$ cat src/rtl/haptic_pkg.sv
package haptic_pkg;
  // Mode codes
  localparam logic [1:0] MODE_REALTIME = 2'h0;
  localparam logic [1:0] MODE_SEQUENCER = 2'h1;
  localparam logic [1:0] MODE_DIAG = 2'h2;
  localparam logic [1:0] MODE_CAL = 2'h3;
  // Trigger pin functions
  localparam logic [1:0] TRIG_PULSE = 2'h0;
  localparam logic [1:0] TRIG_LEVEL = 2'h1;
  // Clock and time base
  localparam int CLOCK_HZ = 200000000;
  localparam int MS_PER_S = 1000;
  localparam int MS_CYCLES_DEF = CLOCK_HZ / MS_PER_S;
  // Calibration waveform lengths, ms
  localparam logic [10:0] CAL_LEN_0_MS = 11'd250;
  localparam logic [10:0] CAL_LEN_1_MS = 11'd500;
  localparam logic [10:0] CAL_LEN_2_MS = 11'd1000;
  localparam logic [1:0] CAL_LEN_TRIG = 2'h3;
  localparam logic [10:0] CAL_MIN_TRIG_MS = 11'd1000;
  // Overdrive time limits, ms
  localparam logic [10:0] OD_LIMIT_0_MS = 11'd20;
  localparam logic [10:0] OD_LIMIT_1_MS = 11'd40;
  localparam logic [10:0] OD_LIMIT_2_MS = 11'd60;
  localparam logic [10:0] OD_LIMIT_3_MS = 11'd80;
  // Sequencer and diagnostic run lengths, ms
  localparam int SEQ_MS_DEF = 100;
  localparam logic [10:0] DIAG_MS = 11'd1;
  localparam logic [10:0] MS_SAT = 11'h7ff;
  // Host-side command map
  localparam logic [3:0] H_MODE = 4'h0;
  localparam logic [3:0] H_LOOP = 4'h1;
  localparam logic [3:0] H_GAIN = 4'h2;
  localparam logic [3:0] H_RATED = 4'h3;
  localparam logic [3:0] H_PEAK = 4'h4;
  localparam logic [3:0] H_FALLBACK = 4'h5;
  localparam logic [3:0] H_TIMING = 4'h6;
  localparam logic [3:0] H_LRA = 4'h7;
  localparam logic [3:0] H_RT_AMP = 4'h8;
  localparam logic [3:0] H_RUN = 4'h9;
  localparam logic [3:0] H_PIN = 4'ha;
  localparam logic [3:0] H_STATUS = 4'hb;
  localparam logic [3:0] H_CAL_COMP = 4'hc;
  localparam logic [3:0] H_CAL_BEMF = 4'hd;
  localparam logic [3:0] H_CAL_PERIOD = 4'he;
  // Reset values
  localparam logic [7:0] RST_BYTE = 8'h00;
  // Typical calibration inputs loaded at reset
  localparam logic [2:0] RST_BRAKE_GAIN = 3'h3;
  localparam logic [1:0] RST_LOOP_GAIN = 2'h2;
  localparam logic [1:0] RST_SAMPLE_LEN = 2'h3;
  localparam logic [3:0] RST_BLANK_LEN = 4'h1;
  localparam logic [3:0] RST_DISSIPATE_LEN = 4'h1;
  localparam logic [1:0] RST_ZERO_CROSS = 2'h0;
endpackage

$ cat src/rtl/haptic_if.sv
`timescale 1ns/1ps
interface haptic_if;
  logic [1:0] mode;
  logic [1:0] trigger_pin_function;
  logic actuator_type_sel;
  logic open_loop;
  logic auto_brake_ol;
  logic [2:0] feedback_brake_gain;
  logic [1:0] loop_gain;
  logic [1:0] sample_len;
  logic [7:0] rated_level;
  logic [7:0] peak_drive_limit;
  logic [7:0] fallback_clamp;
  logic [1:0] overdrive_time_limit;
  logic [1:0] cal_len_sel;
  logic [3:0] drive_time;
  logic [3:0] feedback_blank_len;
  logic [3:0] current_dissipate_len;
  logic [1:0] zero_cross_detect_len;
  logic [7:0] realtime_amplitude;
  logic run_write;
  logic run_wdata;
  logic trigger_irq_pin;
  logic run_status;
  logic fault_result_flag;
  logic [7:0] cal_comp;
  logic [7:0] cal_bemf;
  logic [7:0] cal_period;
  modport dev (
    input mode, trigger_pin_function, actuator_type_sel, open_loop,
    input auto_brake_ol, feedback_brake_gain, loop_gain, sample_len,
    input rated_level, peak_drive_limit, fallback_clamp,
    input overdrive_time_limit, cal_len_sel, drive_time,
    input feedback_blank_len, current_dissipate_len,
    input zero_cross_detect_len, realtime_amplitude,
    input run_write, run_wdata, trigger_irq_pin,
    output run_status, fault_result_flag, cal_comp, cal_bemf, cal_period
  );
  modport host (
    output mode, trigger_pin_function, actuator_type_sel, open_loop,
    output auto_brake_ol, feedback_brake_gain, loop_gain, sample_len,
    output rated_level, peak_drive_limit, fallback_clamp,
    output overdrive_time_limit, cal_len_sel, drive_time,
    output feedback_blank_len, current_dissipate_len,
    output zero_cross_detect_len, realtime_amplitude,
    output run_write, run_wdata, trigger_irq_pin,
    input run_status, fault_result_flag, cal_comp, cal_bemf, cal_period
  );
endinterface

$ cat src/rtl/haptic_dev.sv
`timescale 1ns/1ps
module haptic_dev #(
  parameter int MS_CYCLES = haptic_pkg::MS_CYCLES_DEF,
  parameter int SEQ_MS = haptic_pkg::SEQ_MS_DEF
) (
  input wire clock,
  input wire reset,
  haptic_if.dev link,
  input wire enable_pin,
  output logic [7:0] drive_level,
  output logic drive_negative,
  output logic braking,
  output logic active
);
  // Millisecond counters are 11 bits and saturate
  if (MS_CYCLES < 2 || SEQ_MS < 1 || SEQ_MS > 2046)
  begin
    $error("haptic_dev: unsupported parameter values");
  end

  typedef enum {st_idle, st_cal, st_rt, st_seq, st_diag} run_state_e;
  run_state_e state;

  logic [31:0] div_count;
  logic ms_tick;
  logic [10:0] run_ms;
  logic [10:0] od_ms;
  logic od_dir;
  logic pin_prev;
  logic [1:0] mode_prev;
  logic pin_rise;
  logic pin_fall;
  logic level_fn;
  logic start_req;
  logic stop_req;
  logic cal_done;
  logic [10:0] cal_len;
  logic [10:0] od_limit;
  logic [7:0] amp;
  logic [8:0] mag;
  logic [16:0] prod;
  logic [7:0] scaled;
  logic [7:0] fallback_lvl;
  logic od_expired;
  logic [7:0] next_level;
  logic next_negative;
  logic next_braking;

  // Millisecond enable shared by every timer
  always_ff @(posedge clock)
  begin
    if (reset || div_count == 32'(MS_CYCLES - 1))
      div_count <= '0;
    else
      div_count <= div_count + 32'h1;
  end
  assign ms_tick = (div_count == 32'(MS_CYCLES - 1));

  always_ff @(posedge clock)
  begin
    if (reset)
    begin
      pin_prev <= 1'b0;
      mode_prev <= haptic_pkg::MODE_REALTIME;
    end
    else
    begin
      pin_prev <= link.trigger_irq_pin;
      mode_prev <= link.mode;
    end
  end

  assign pin_rise = link.trigger_irq_pin && !pin_prev;
  assign pin_fall = !link.trigger_irq_pin && pin_prev;
  assign level_fn = (link.trigger_pin_function == haptic_pkg::TRIG_LEVEL);
  // Pulse function: a second pulse stops; level function: low edge stops
  assign start_req = (link.run_write && link.run_wdata && !level_fn)
    || (pin_rise && link.trigger_pin_function <= haptic_pkg::TRIG_LEVEL);
  assign stop_req = (link.run_write && !link.run_wdata && !level_fn)
    || (link.trigger_pin_function == haptic_pkg::TRIG_PULSE && pin_rise)
    || (level_fn && pin_fall);

  always_comb
  begin
    case (link.cal_len_sel)
      2'h0: cal_len = haptic_pkg::CAL_LEN_0_MS;
      2'h1: cal_len = haptic_pkg::CAL_LEN_1_MS;
      2'h2: cal_len = haptic_pkg::CAL_LEN_2_MS;
      default: cal_len = haptic_pkg::MS_SAT;
    endcase
    case (link.overdrive_time_limit)
      2'h0: od_limit = haptic_pkg::OD_LIMIT_0_MS;
      2'h1: od_limit = haptic_pkg::OD_LIMIT_1_MS;
      2'h2: od_limit = haptic_pkg::OD_LIMIT_2_MS;
      default: od_limit = haptic_pkg::OD_LIMIT_3_MS;
    endcase
  end

  assign cal_done = (state == st_cal) &&
    ((link.cal_len_sel == haptic_pkg::CAL_LEN_TRIG) ? stop_req
      : (run_ms >= cal_len));

  // Sequencer content is outside this block; it runs a fixed time
  always_ff @(posedge clock)
  begin
    if (reset)
      state <= st_idle;
    else
      case (state)
        st_idle:
          if (start_req && enable_pin)
            case (link.mode)
              haptic_pkg::MODE_CAL: state <= st_cal;
              haptic_pkg::MODE_REALTIME: state <= st_rt;
              haptic_pkg::MODE_SEQUENCER: state <= st_seq;
              default: state <= st_diag;
            endcase
        st_cal:
          if (cal_done || !enable_pin)
            state <= st_idle;
        st_rt:
          if (stop_req || link.mode != mode_prev || !enable_pin)
            state <= st_idle;
        st_seq:
          if (stop_req || run_ms >= 11'(SEQ_MS) || !enable_pin)
            state <= st_idle;
        st_diag:
          if (stop_req || run_ms >= haptic_pkg::DIAG_MS || !enable_pin)
            state <= st_idle;
        default: state <= st_idle;
      endcase
  end

  always_ff @(posedge clock)
  begin
    if (reset || state == st_idle)
      run_ms <= '0;
    else if (ms_tick && run_ms != haptic_pkg::MS_SAT)
      run_ms <= run_ms + 11'h1;
  end

  always_ff @(posedge clock)
  begin
    if (reset)
      link.run_status <= 1'b0;
    else
      link.run_status <= (state != st_idle);
  end

  // Results reset only with the device; standby leaves them alone
  always_ff @(posedge clock)
  begin
    if (reset)
    begin
      link.cal_comp <= haptic_pkg::RST_BYTE;
      link.cal_bemf <= haptic_pkg::RST_BYTE;
      link.cal_period <= haptic_pkg::RST_BYTE;
      link.fault_result_flag <= 1'b0;
    end
    else if (cal_done)
    begin
      link.cal_comp <= link.rated_level;
      link.cal_bemf <= {link.feedback_brake_gain, link.loop_gain,
        link.sample_len, 1'b0};
      link.cal_period <= link.actuator_type_sel ? haptic_pkg::RST_BYTE
        : {link.feedback_blank_len, link.current_dissipate_len};
      // Short triggered runs give unreliable results
      link.fault_result_flag <= (link.peak_drive_limit < link.rated_level)
        || (link.cal_len_sel == haptic_pkg::CAL_LEN_TRIG
          && run_ms < haptic_pkg::CAL_MIN_TRIG_MS);
    end
  end

  assign amp = (state == st_rt) ? link.realtime_amplitude
    : (state == st_cal) ? 8'h7f : 8'h00;
  assign mag = amp[7] ? 9'(-$signed({amp[7], amp})) : {1'b0, amp};
  assign prod = mag * (link.open_loop ? link.peak_drive_limit
    : link.rated_level);
  assign scaled = prod[16:15] != 2'h0 ? 8'hff : prod[14:7];
  assign fallback_lvl = link.fallback_clamp < link.peak_drive_limit
    ? link.fallback_clamp : link.peak_drive_limit;
  assign od_expired = (od_ms >= od_limit);

  // Overdrive time is counted per direction; a reversal restarts it
  always_ff @(posedge clock)
  begin
    if (reset || state == st_idle || link.open_loop)
    begin
      od_ms <= '0;
      od_dir <= 1'b0;
    end
    else if (od_dir != next_braking)
    begin
      od_ms <= '0;
      od_dir <= next_braking;
    end
    else if (ms_tick && !od_expired)
      od_ms <= od_ms + 11'h1;
  end

  always_comb
  begin
    next_level = 8'h00;
    next_negative = 1'b0;
    next_braking = 1'b0;
    if (state == st_rt || state == st_cal)
    begin
      if (link.open_loop)
      begin
        next_level = scaled < link.peak_drive_limit ? scaled
          : link.peak_drive_limit;
        next_negative = amp[7] && !link.auto_brake_ol;
        next_braking = amp[7] && link.auto_brake_ol;
      end
      else
      begin
        next_braking = amp[7] || amp == 8'h00;
        if (od_dir != next_braking)
          next_level = link.peak_drive_limit;
        else if (!od_expired)
          next_level = link.peak_drive_limit;
        else if (next_braking)
          next_level = fallback_lvl;
        else
          next_level = scaled < fallback_lvl ? scaled : fallback_lvl;
      end
    end
  end

  always_ff @(posedge clock)
  begin
    if (reset)
    begin
      drive_level <= 8'h00;
      drive_negative <= 1'b0;
      braking <= 1'b0;
      active <= 1'b0;
    end
    else
    begin
      drive_level <= next_level;
      drive_negative <= next_negative;
      braking <= next_braking;
      active <= (state != st_idle);
    end
  end
endmodule

$ cat src/flat_wrapper.sv
// flat-port wrapper written by rule: the top's interface ports become plain ports
module haptic_dev_flat 
#(
  parameter int MS_CYCLES = haptic_pkg::MS_CYCLES_DEF,
  parameter int SEQ_MS = haptic_pkg::SEQ_MS_DEF
)
  (clock, reset, enable_pin, drive_level, drive_negative, braking, active, link_mode, link_trigger_pin_function, link_actuator_type_sel, link_open_loop, link_auto_brake_ol, link_feedback_brake_gain, link_loop_gain, link_sample_len, link_rated_level, link_peak_drive_limit, link_fallback_clamp, link_overdrive_time_limit, link_cal_len_sel, link_drive_time, link_feedback_blank_len, link_current_dissipate_len, link_zero_cross_detect_len, link_realtime_amplitude, link_run_write, link_run_wdata, link_trigger_irq_pin, link_run_status, link_fault_result_flag, link_cal_comp, link_cal_bemf, link_cal_period);
  haptic_if link_i ();
  input wire clock;
  input wire reset;
  input wire enable_pin;
  output logic [7:0] drive_level;
  output logic drive_negative;
  output logic braking;
  output logic active;
  input wire logic [$bits(link_i.mode)-1:0] link_mode;
  input wire logic [$bits(link_i.trigger_pin_function)-1:0] link_trigger_pin_function;
  input wire logic [$bits(link_i.actuator_type_sel)-1:0] link_actuator_type_sel;
  input wire logic [$bits(link_i.open_loop)-1:0] link_open_loop;
  input wire logic [$bits(link_i.auto_brake_ol)-1:0] link_auto_brake_ol;
  input wire logic [$bits(link_i.feedback_brake_gain)-1:0] link_feedback_brake_gain;
  input wire logic [$bits(link_i.loop_gain)-1:0] link_loop_gain;
  input wire logic [$bits(link_i.sample_len)-1:0] link_sample_len;
  input wire logic [$bits(link_i.rated_level)-1:0] link_rated_level;
  input wire logic [$bits(link_i.peak_drive_limit)-1:0] link_peak_drive_limit;
  input wire logic [$bits(link_i.fallback_clamp)-1:0] link_fallback_clamp;
  input wire logic [$bits(link_i.overdrive_time_limit)-1:0] link_overdrive_time_limit;
  input wire logic [$bits(link_i.cal_len_sel)-1:0] link_cal_len_sel;
  input wire logic [$bits(link_i.drive_time)-1:0] link_drive_time;
  input wire logic [$bits(link_i.feedback_blank_len)-1:0] link_feedback_blank_len;
  input wire logic [$bits(link_i.current_dissipate_len)-1:0] link_current_dissipate_len;
  input wire logic [$bits(link_i.zero_cross_detect_len)-1:0] link_zero_cross_detect_len;
  input wire logic [$bits(link_i.realtime_amplitude)-1:0] link_realtime_amplitude;
  input wire logic [$bits(link_i.run_write)-1:0] link_run_write;
  input wire logic [$bits(link_i.run_wdata)-1:0] link_run_wdata;
  input wire logic [$bits(link_i.trigger_irq_pin)-1:0] link_trigger_irq_pin;
  output wire logic [$bits(link_i.run_status)-1:0] link_run_status;
  output wire logic [$bits(link_i.fault_result_flag)-1:0] link_fault_result_flag;
  output wire logic [$bits(link_i.cal_comp)-1:0] link_cal_comp;
  output wire logic [$bits(link_i.cal_bemf)-1:0] link_cal_bemf;
  output wire logic [$bits(link_i.cal_period)-1:0] link_cal_period;
  assign link_i.mode = link_mode;
  assign link_i.trigger_pin_function = link_trigger_pin_function;
  assign link_i.actuator_type_sel = link_actuator_type_sel;
  assign link_i.open_loop = link_open_loop;
  assign link_i.auto_brake_ol = link_auto_brake_ol;
  assign link_i.feedback_brake_gain = link_feedback_brake_gain;
  assign link_i.loop_gain = link_loop_gain;
  assign link_i.sample_len = link_sample_len;
  assign link_i.rated_level = link_rated_level;
  assign link_i.peak_drive_limit = link_peak_drive_limit;
  assign link_i.fallback_clamp = link_fallback_clamp;
  assign link_i.overdrive_time_limit = link_overdrive_time_limit;
  assign link_i.cal_len_sel = link_cal_len_sel;
  assign link_i.drive_time = link_drive_time;
  assign link_i.feedback_blank_len = link_feedback_blank_len;
  assign link_i.current_dissipate_len = link_current_dissipate_len;
  assign link_i.zero_cross_detect_len = link_zero_cross_detect_len;
  assign link_i.realtime_amplitude = link_realtime_amplitude;
  assign link_i.run_write = link_run_write;
  assign link_i.run_wdata = link_run_wdata;
  assign link_i.trigger_irq_pin = link_trigger_irq_pin;
  assign link_run_status = link_i.run_status;
  assign link_fault_result_flag = link_i.fault_result_flag;
  assign link_cal_comp = link_i.cal_comp;
  assign link_cal_bemf = link_i.cal_bemf;
  assign link_cal_period = link_i.cal_period;
  haptic_dev #(.MS_CYCLES(MS_CYCLES), .SEQ_MS(SEQ_MS)) u_core (.clock(clock), .reset(reset), .link(link_i), .enable_pin(enable_pin), .drive_level(drive_level), .drive_negative(drive_negative), .braking(braking), .active(active));
endmodule
$ cat config.mk
export PLATFORM = sky130hd
export DESIGN_NAME = haptic_dev_flat
export DESIGN_NICKNAME = d
export VERILOG_FILES = /design/src/rtl/haptic_pkg.sv /design/src/rtl/haptic_if.sv /design/src/rtl/haptic_dev.sv /design/src/flat_wrapper.sv
export SDC_FILE = /design/constraint.sdc
export NUM_CORES = 1
export LEC_CHECK = 0
export BUFFER_PORTS_ARGS = -buffer_cell sky130_fd_sc_hd__buf_2
export CAP_MARGIN = 5
export CORE_MARGIN = 2
export CORE_UTILIZATION = 50
export CTS_CLUSTER_SIZE = 14
export DETAILED_ROUTE_END_ITERATION = 6
export GPL_TIMING_DRIVEN = 0
export PLACE_DENSITY_LB_ADDON = 0.1
export SYNTH_ARGS = -nofsm -noshare
export SYNTH_HDL_FRONTEND = slang
export SYNTH_SLANG_ARGS = --single-unit
$ cat constraint.sdc
create_clock -name clock -period 9.45 [get_ports clock]
set_input_delay 1.89 -clock clock [delete_from_list [all_inputs] [get_ports clock]]
set_output_delay 1.89 -clock clock [all_outputs]
set_load 0.02 [all_outputs]
Word-level counts from Yosys, hierarchy flattened --
Index checks and enable logic that the tools add are counted.
Cells by class: equality and inequality tests 24, bitwise operators 2, reductions and logical operators 52, multipliers 1, $lt $le $gt $ge 10, muxes and demuxes 25, add/subtract/negate cells 4
Operators by type and width (count):
- two-way mux 32 bit | 5
- one-hot mux 32 bit (5 select lines) | 1
- equality test 32 x 2 -> 1 bit, second input constant | 3
- two-way mux 8 bit | 11
- equality test 32 x 3 -> 1 bit, second input constant | 2
- zero test 32 bit | 2
- one-hot mux 11 bit (3 select lines) | 1
- adder 32 x 1 -> 32 bit, second input constant | 1
- equality test 32 x 1 -> 1 bit, second input constant | 1
- equality test 32 x 18 -> 1 bit, second input constant | 1
- less-than comparator 8 bit | 4
- nonzero test 32 bit | 1
- adder 11 x 1 -> 11 bit, second input constant | 2
- one-hot mux 7 bit (3 select lines) | 1
- multiplier 9 x 17 -> 17 bit | 1
- logical AND 1 bit | 16
- logical OR 1 bit | 16
- >= comparator 11 x 1 -> 1 bit, second input constant | 1
- >= comparator 11 bit | 1
- >= comparator 11 x 7 -> 1 bit | 1
- >= comparator 11 x 7 -> 1 bit, second input constant | 1
- less-than comparator 11 x 10 -> 1 bit, second input constant | 1
- inequality test 11 bit, second input constant | 1
- inequality test 2 x 1 -> 1 bit, second input constant | 5
- other kinds (18) | 38
Word-level totals: bits in registers 125, input port bits 70, word-level logic and storage cells 133, output and inout port bits 37

Depth between registers and ports, before layout --
depth in word-level cells 14, mapped depth 38, depth with buffers taken out 35

Worst setup path before layout --
Ideal clock, no wire load.
path kind input to register, start point in link_realtime_amplitude[0], end point reg u_core.drive_level[1], stages 35, buffers on the path 3, data arrival time 9.376 ns, path slack -0.009 ns, setup time 0.083 ns, data required time 9.367 ns, cell sequence a31oi_2 > buf_2 > ha_1 > inv_1 > a211oi_1 > a21oi_1 > o31ai_1 > xnor2_1 > a21oi_1 > nor2_1 > fa_1 > fa_1 > fa_1 > inv_1 > fa_1 > inv_1 > ha_1 > a21o_1 > a21oi_1 > o21ai_0 > or3_1 > o211ai_2 > buf_6 > and2_1 > inv_1 > ha_1 > a21o_1 > a21o_1 > a21o_1 > a221o_1 > buf_1 > nor4_1 > a21oi_2 > o31a_4 > o221ai_1
On the way: cells in the longest elaborated chain, start to end 12, elaborated cells on any way between the ends 17, classes of those cells 1 x add/sub; 1 x mul; 2 x order compare; 1 x eq/ne; 9 x mux; 3 x reduce/logical
Ends and longest elaborated chain:
- start: declaration | RTL line flat_wrapper.sv:33 | input wire logic [$bits(link_i.realtime_amplitude)-1:0] link_realtime_amplitude;
- two-way mux 8 bit (*) | RTL line haptic_dev.sv:174 | assign amp = (state == st_rt) ? link.realtime_amplitude
- negation 8 -> 9 bit | RTL line haptic_dev.sv:176 | assign mag = amp[7] ? 9'(-$signed({amp[7], amp})) : {1'b0, amp};
- two-way mux 9 bit | RTL line haptic_dev.sv:176
- multiplier 9 x 17 -> 17 bit | RTL line haptic_dev.sv:177 | assign prod = mag * (link.open_loop ? link.peak_drive_limit
- nonzero test 2 bit | RTL line haptic_dev.sv:179 | assign scaled = prod[16:15] != 2'h0 ? 8'hff : prod[14:7];
- two-way mux 8 bit | RTL line haptic_dev.sv:179
- less-than comparator 8 bit | RTL line haptic_dev.sv:225 | next_level = scaled < fallback_lvl ? scaled : fallback_lvl;
- two-way mux 8 bit | RTL line haptic_dev.sv:225
- two-way mux 8 bit | RTL line haptic_dev.sv:222 | else if (next_braking)
- two-way mux 8 bit | RTL line haptic_dev.sv:220 | else if (!od_expired)
- two-way mux 8 bit | RTL line haptic_dev.sv:218 | if (od_dir != next_braking)
- two-way mux 8 bit (*) | RTL line haptic_dev.sv:208 | if (link.open_loop)
- end signal: assignment | RTL line haptic_dev.sv:241 | drive_level <= next_level;
- end: declaration | RTL line haptic_dev.sv:10 | output logic [7:0] drive_level,
Mark *: on every way between the ends. The rest lies on a longest branch, timed or not. A chain may end at the register's enable or synchronous reset.

Final worst setup path --
start point in link_realtime_amplitude[0], end point reg u_core.drive_level[7]
The elaborated chain is that of the path after synthesis.

==> flow_metrics.tcl <==
set metrics [dict create \
    final_core_util_pct 60.7 \
    max-cap-violations 0 \
    finClkSkew_ns 0.0109 \
    cpMostUsedCell "inv_1" \
    nets 1256 \
    powerDensity_nw_per_um2 233 \
    drtIter0Drc 276 \
    netlist_area_sq_um 7870 \
    cts_tree "built" \
    antenna_cells 0 \
    initial_core_util_pct 51.4 \
    antenna_found_initial 0 \
    syn_inst 928 \
    power.leakage_uw 0.00423 \
    hold_viol 0 \
    yosys.area.top_type "dfxtp_1" \
    drtAntennaViolNets 0 \
    crit_path_end_kind "register" \
    synth.most_common_cell "nor2_1" \
    place_congestion 0.855 \
    hold_class "reg2reg" \
    die_area_sq_um 16800 \
    post-route-period-util_pct 96.7 \
    yosys-top-cells-count "130 x nor2_1, 96 x dfxtp_1, 93 x inv_1, 88 x ha_1, 72 x nand2_1" \
    preCtsSetupSlack_ns -1.52 \
    synth-seq-area-share_pct 24.4 \
    grt_max_degree 18 \
    async_flop_share_pct 0 \
    synth_edf_count 0 \
    path_clk_slew_ns 0.07 \
    fillCellCount 1442 \
    slowest_delay_ns 0.54 \
    wl_microns 18300 \
    die_w_microns 129 \
    ys_ff_latch 96 \
    layout-drive-gt1-share_pct 19.2 \
    setup_violations 0 \
    drcViolationCount 0 \
    die_h_microns 129 \
    setup_tns_ns 0 \
    ir_drop_v 0.000150 \
    grt_pass1_vias 6186 \
    routed-via-count 6660 \
    synthDominantCellAreaShare_pct 24.4 \
    core_sq_um 15300 \
    synth_cell_types 72 \
    clk_latency_ns 0.35 \
    start_kind "input pin" \
    slowest_stage "fa_1" \
    hpwl_microns 14600 \
    postCtsHoldBufs 0 \
    numCtsBuffers 9 \
    fmax_mhz 109 \
    slew_headroom_pct 28.2 \
    clk_path_buf_depth 2 \
    path_class "in2reg" \
    num_rows 45 \
    syn_area_per_cell_sq_um 8.48 \
    synth_ff_type "dfxtp_1" \
    seq_area_sq_um 1920 \
    clock-root-buffer "clkbuf_16" \
    via_per_inst 5.23 \
    io_pins 107 \
    clock_sinks 96 \
    grt_pass1_wl_microns 30300 \
    firstDrtPassIters 4 \
    area_growth_pct 18.1 \
    path_max_fanout 8 \
    gr-total-overflow 0 \
    cp_top_family "adder cells" \
    crit_buf_inv 8 \
    grtUsageTotal_pct 22.5 \
    min_period_ns 9.13 \
    wl_per_cell_microns 14.4 \
    whs_ns 0.449 \
    multiInputGateArea_sq_um 5720 \
    status "complete, no violations" \
    worst_pin_slew_ns 1.05 \
    crit_required_ns 9.65 \
    yosys-top-cells-area "dfxtp_1 24%, ha_1 14%, fa_1 10%" \
    port-buffer-count 98 \
    slew_violations 0 \
    fin_ws_ns 0.316 \
    cts_max_level 3 \
    ys_warn_count 0 \
    arrival_ns 9.34 \
]
-- through the flow --
stage / power, uW / cells / area [sq um]
2_1_floorplan: 1370 / 936 / 7900
3_3_place_gp: 1640 / 1245 / 8650
3_5_place_dp: 1650 / 1245 / 8650
4_1_cts: 2080 / 1266 / 9080
5_1_grt: 2390 / 1273 / 9290
6_report: 2160 / 1273 / 9290
-- layout make-up --
class / instances / area share [%]
plain buffers: 25 / 1.49
clock buffers: 9 / 2.42
clock inverters: 7 / 0.848
inverters: 93 / 3.76
multi-input cells: 721 / 61.6
flip-flops and latches: 96 / 20.7
well taps: 211 / 2.84
repair buffers: 111 / 6.33
-- where the power goes --
part / internal, uW / switching, uW / total (uW)
clock: 208 / 163 / 371
sequential: 422 / 5.87 / 428
combinational: 570 / 793 / 1360
-- repair_timing --
item                                   4_1_cts  5_1_grt
pin swaps                                    3       16
endpoints found under the hold margin        0        0
setup endpoints to repair                    8        8
gates resized for setup                     18       32
buffers inserted                             6        7
-- registers in the layout (all words and copies together) (netlist names) --
register / count
u_core.link.run_status: 1
u_core.run_ms: 11
u_core.od_ms: 11
u_core.mode_prev: 2
u_core.link.fault_result_flag: 1
u_core.pin_prev: 1
u_core.link.cal_comp: 8
u_core.drive_negative: 1
u_core.link.cal_period: 8
u_core.div_count: 32
u_core.drive_level: 8
u_core.state: 3
u_core.braking: 1
u_core.od_dir: 1
u_core.link.cal_bemf: 7
-- logic make-up after synthesis --
logic type,count (synthesis),synth area share [%]
and+or+nand+nor,354,22.4
buffers and inverters,119,6.16
AOI/OAI and AO/OA,152,13.6
other,1,0.0477
DFF,96,24.4
muxes,23,2.96
xor gates and xnor gates,54,6.01
adders and majority gates,129,24.4
-- worst paths after layout --
kind,depth (start not counted),startpoint,endpoint,slack [ns]
worst max-delay path,35,link_realtime_amplitude[0],u_core.drive_level[7],0.32
worst min-delay path,2,u_core.link.cal_bemf[6],u_core.link.cal_bemf[6],0.45
worst max register to register,36,u_core.state[1],u_core.drive_level[7],0.60
worst min register to register,2,u_core.link.cal_bemf[6],u_core.link.cal_bemf[6],0.45
-- layout by cell type, fill, tap and decap left out, types with 3 or more instances in the layout --
| master | count |
|---|---|
| nor3_1 | 15 |
| buf_4 | 16 |
| xnor2_1 | 20 |
| a211oi_1 | 3 |
| o21bai_1 | 3 |
| o221ai_2 | 5 |
| a21oi_1 | 45 |
| o211ai_1 | 11 |
| fa_1 | 41 |
| nand3b_1 | 11 |
| conb_1 | 9 |
| inv_1 | 93 |
| a31oi_1 | 5 |
| clkbuf_1 | 14 |
| clkbuf_16 | 9 |
| mux2i_1 | 15 |
| nand2_1 | 71 |
| dfxtp_1 | 96 |
| and3_1 | 13 |
| xor2_1 | 32 |
| and2_1 | 6 |
| or3_1 | 12 |
| nand2b_1 | 7 |
| ha_1 | 84 |
| nor4_1 | 8 |
| a21oi_4 | 3 |
| or2_2 | 12 |
| o21ai_0 | 19 |
| ha_2 | 3 |
| nor2_1 | 130 |
| nor2b_1 | 8 |
| buf_6 | 4 |
| mux2i_2 | 6 |
| nor4b_1 | 4 |
| buf_2 | 100 |
| nand4_1 | 15 |
| nand3_1 | 21 |
| a21o_1 | 16 |
| a21oi_2 | 8 |
-- tightest hold or removal path, cell delays in order, from the launching register on --
cell	delay [ns]
dfxtp_1	0.31
nand2_1	0.05
a21oi_1	0.05
-- layer usage --
metal  global-route usage [%]  vias up  wire length, microns
li1                         -     3427                     -
met4                     5.50        0                   225
met2                     36.8      109                  8650
met5                        0        -                     0
met3                     4.13       12                   619
met1                     31.0     3112                  8810
Power figures use the tool's default switching activity.
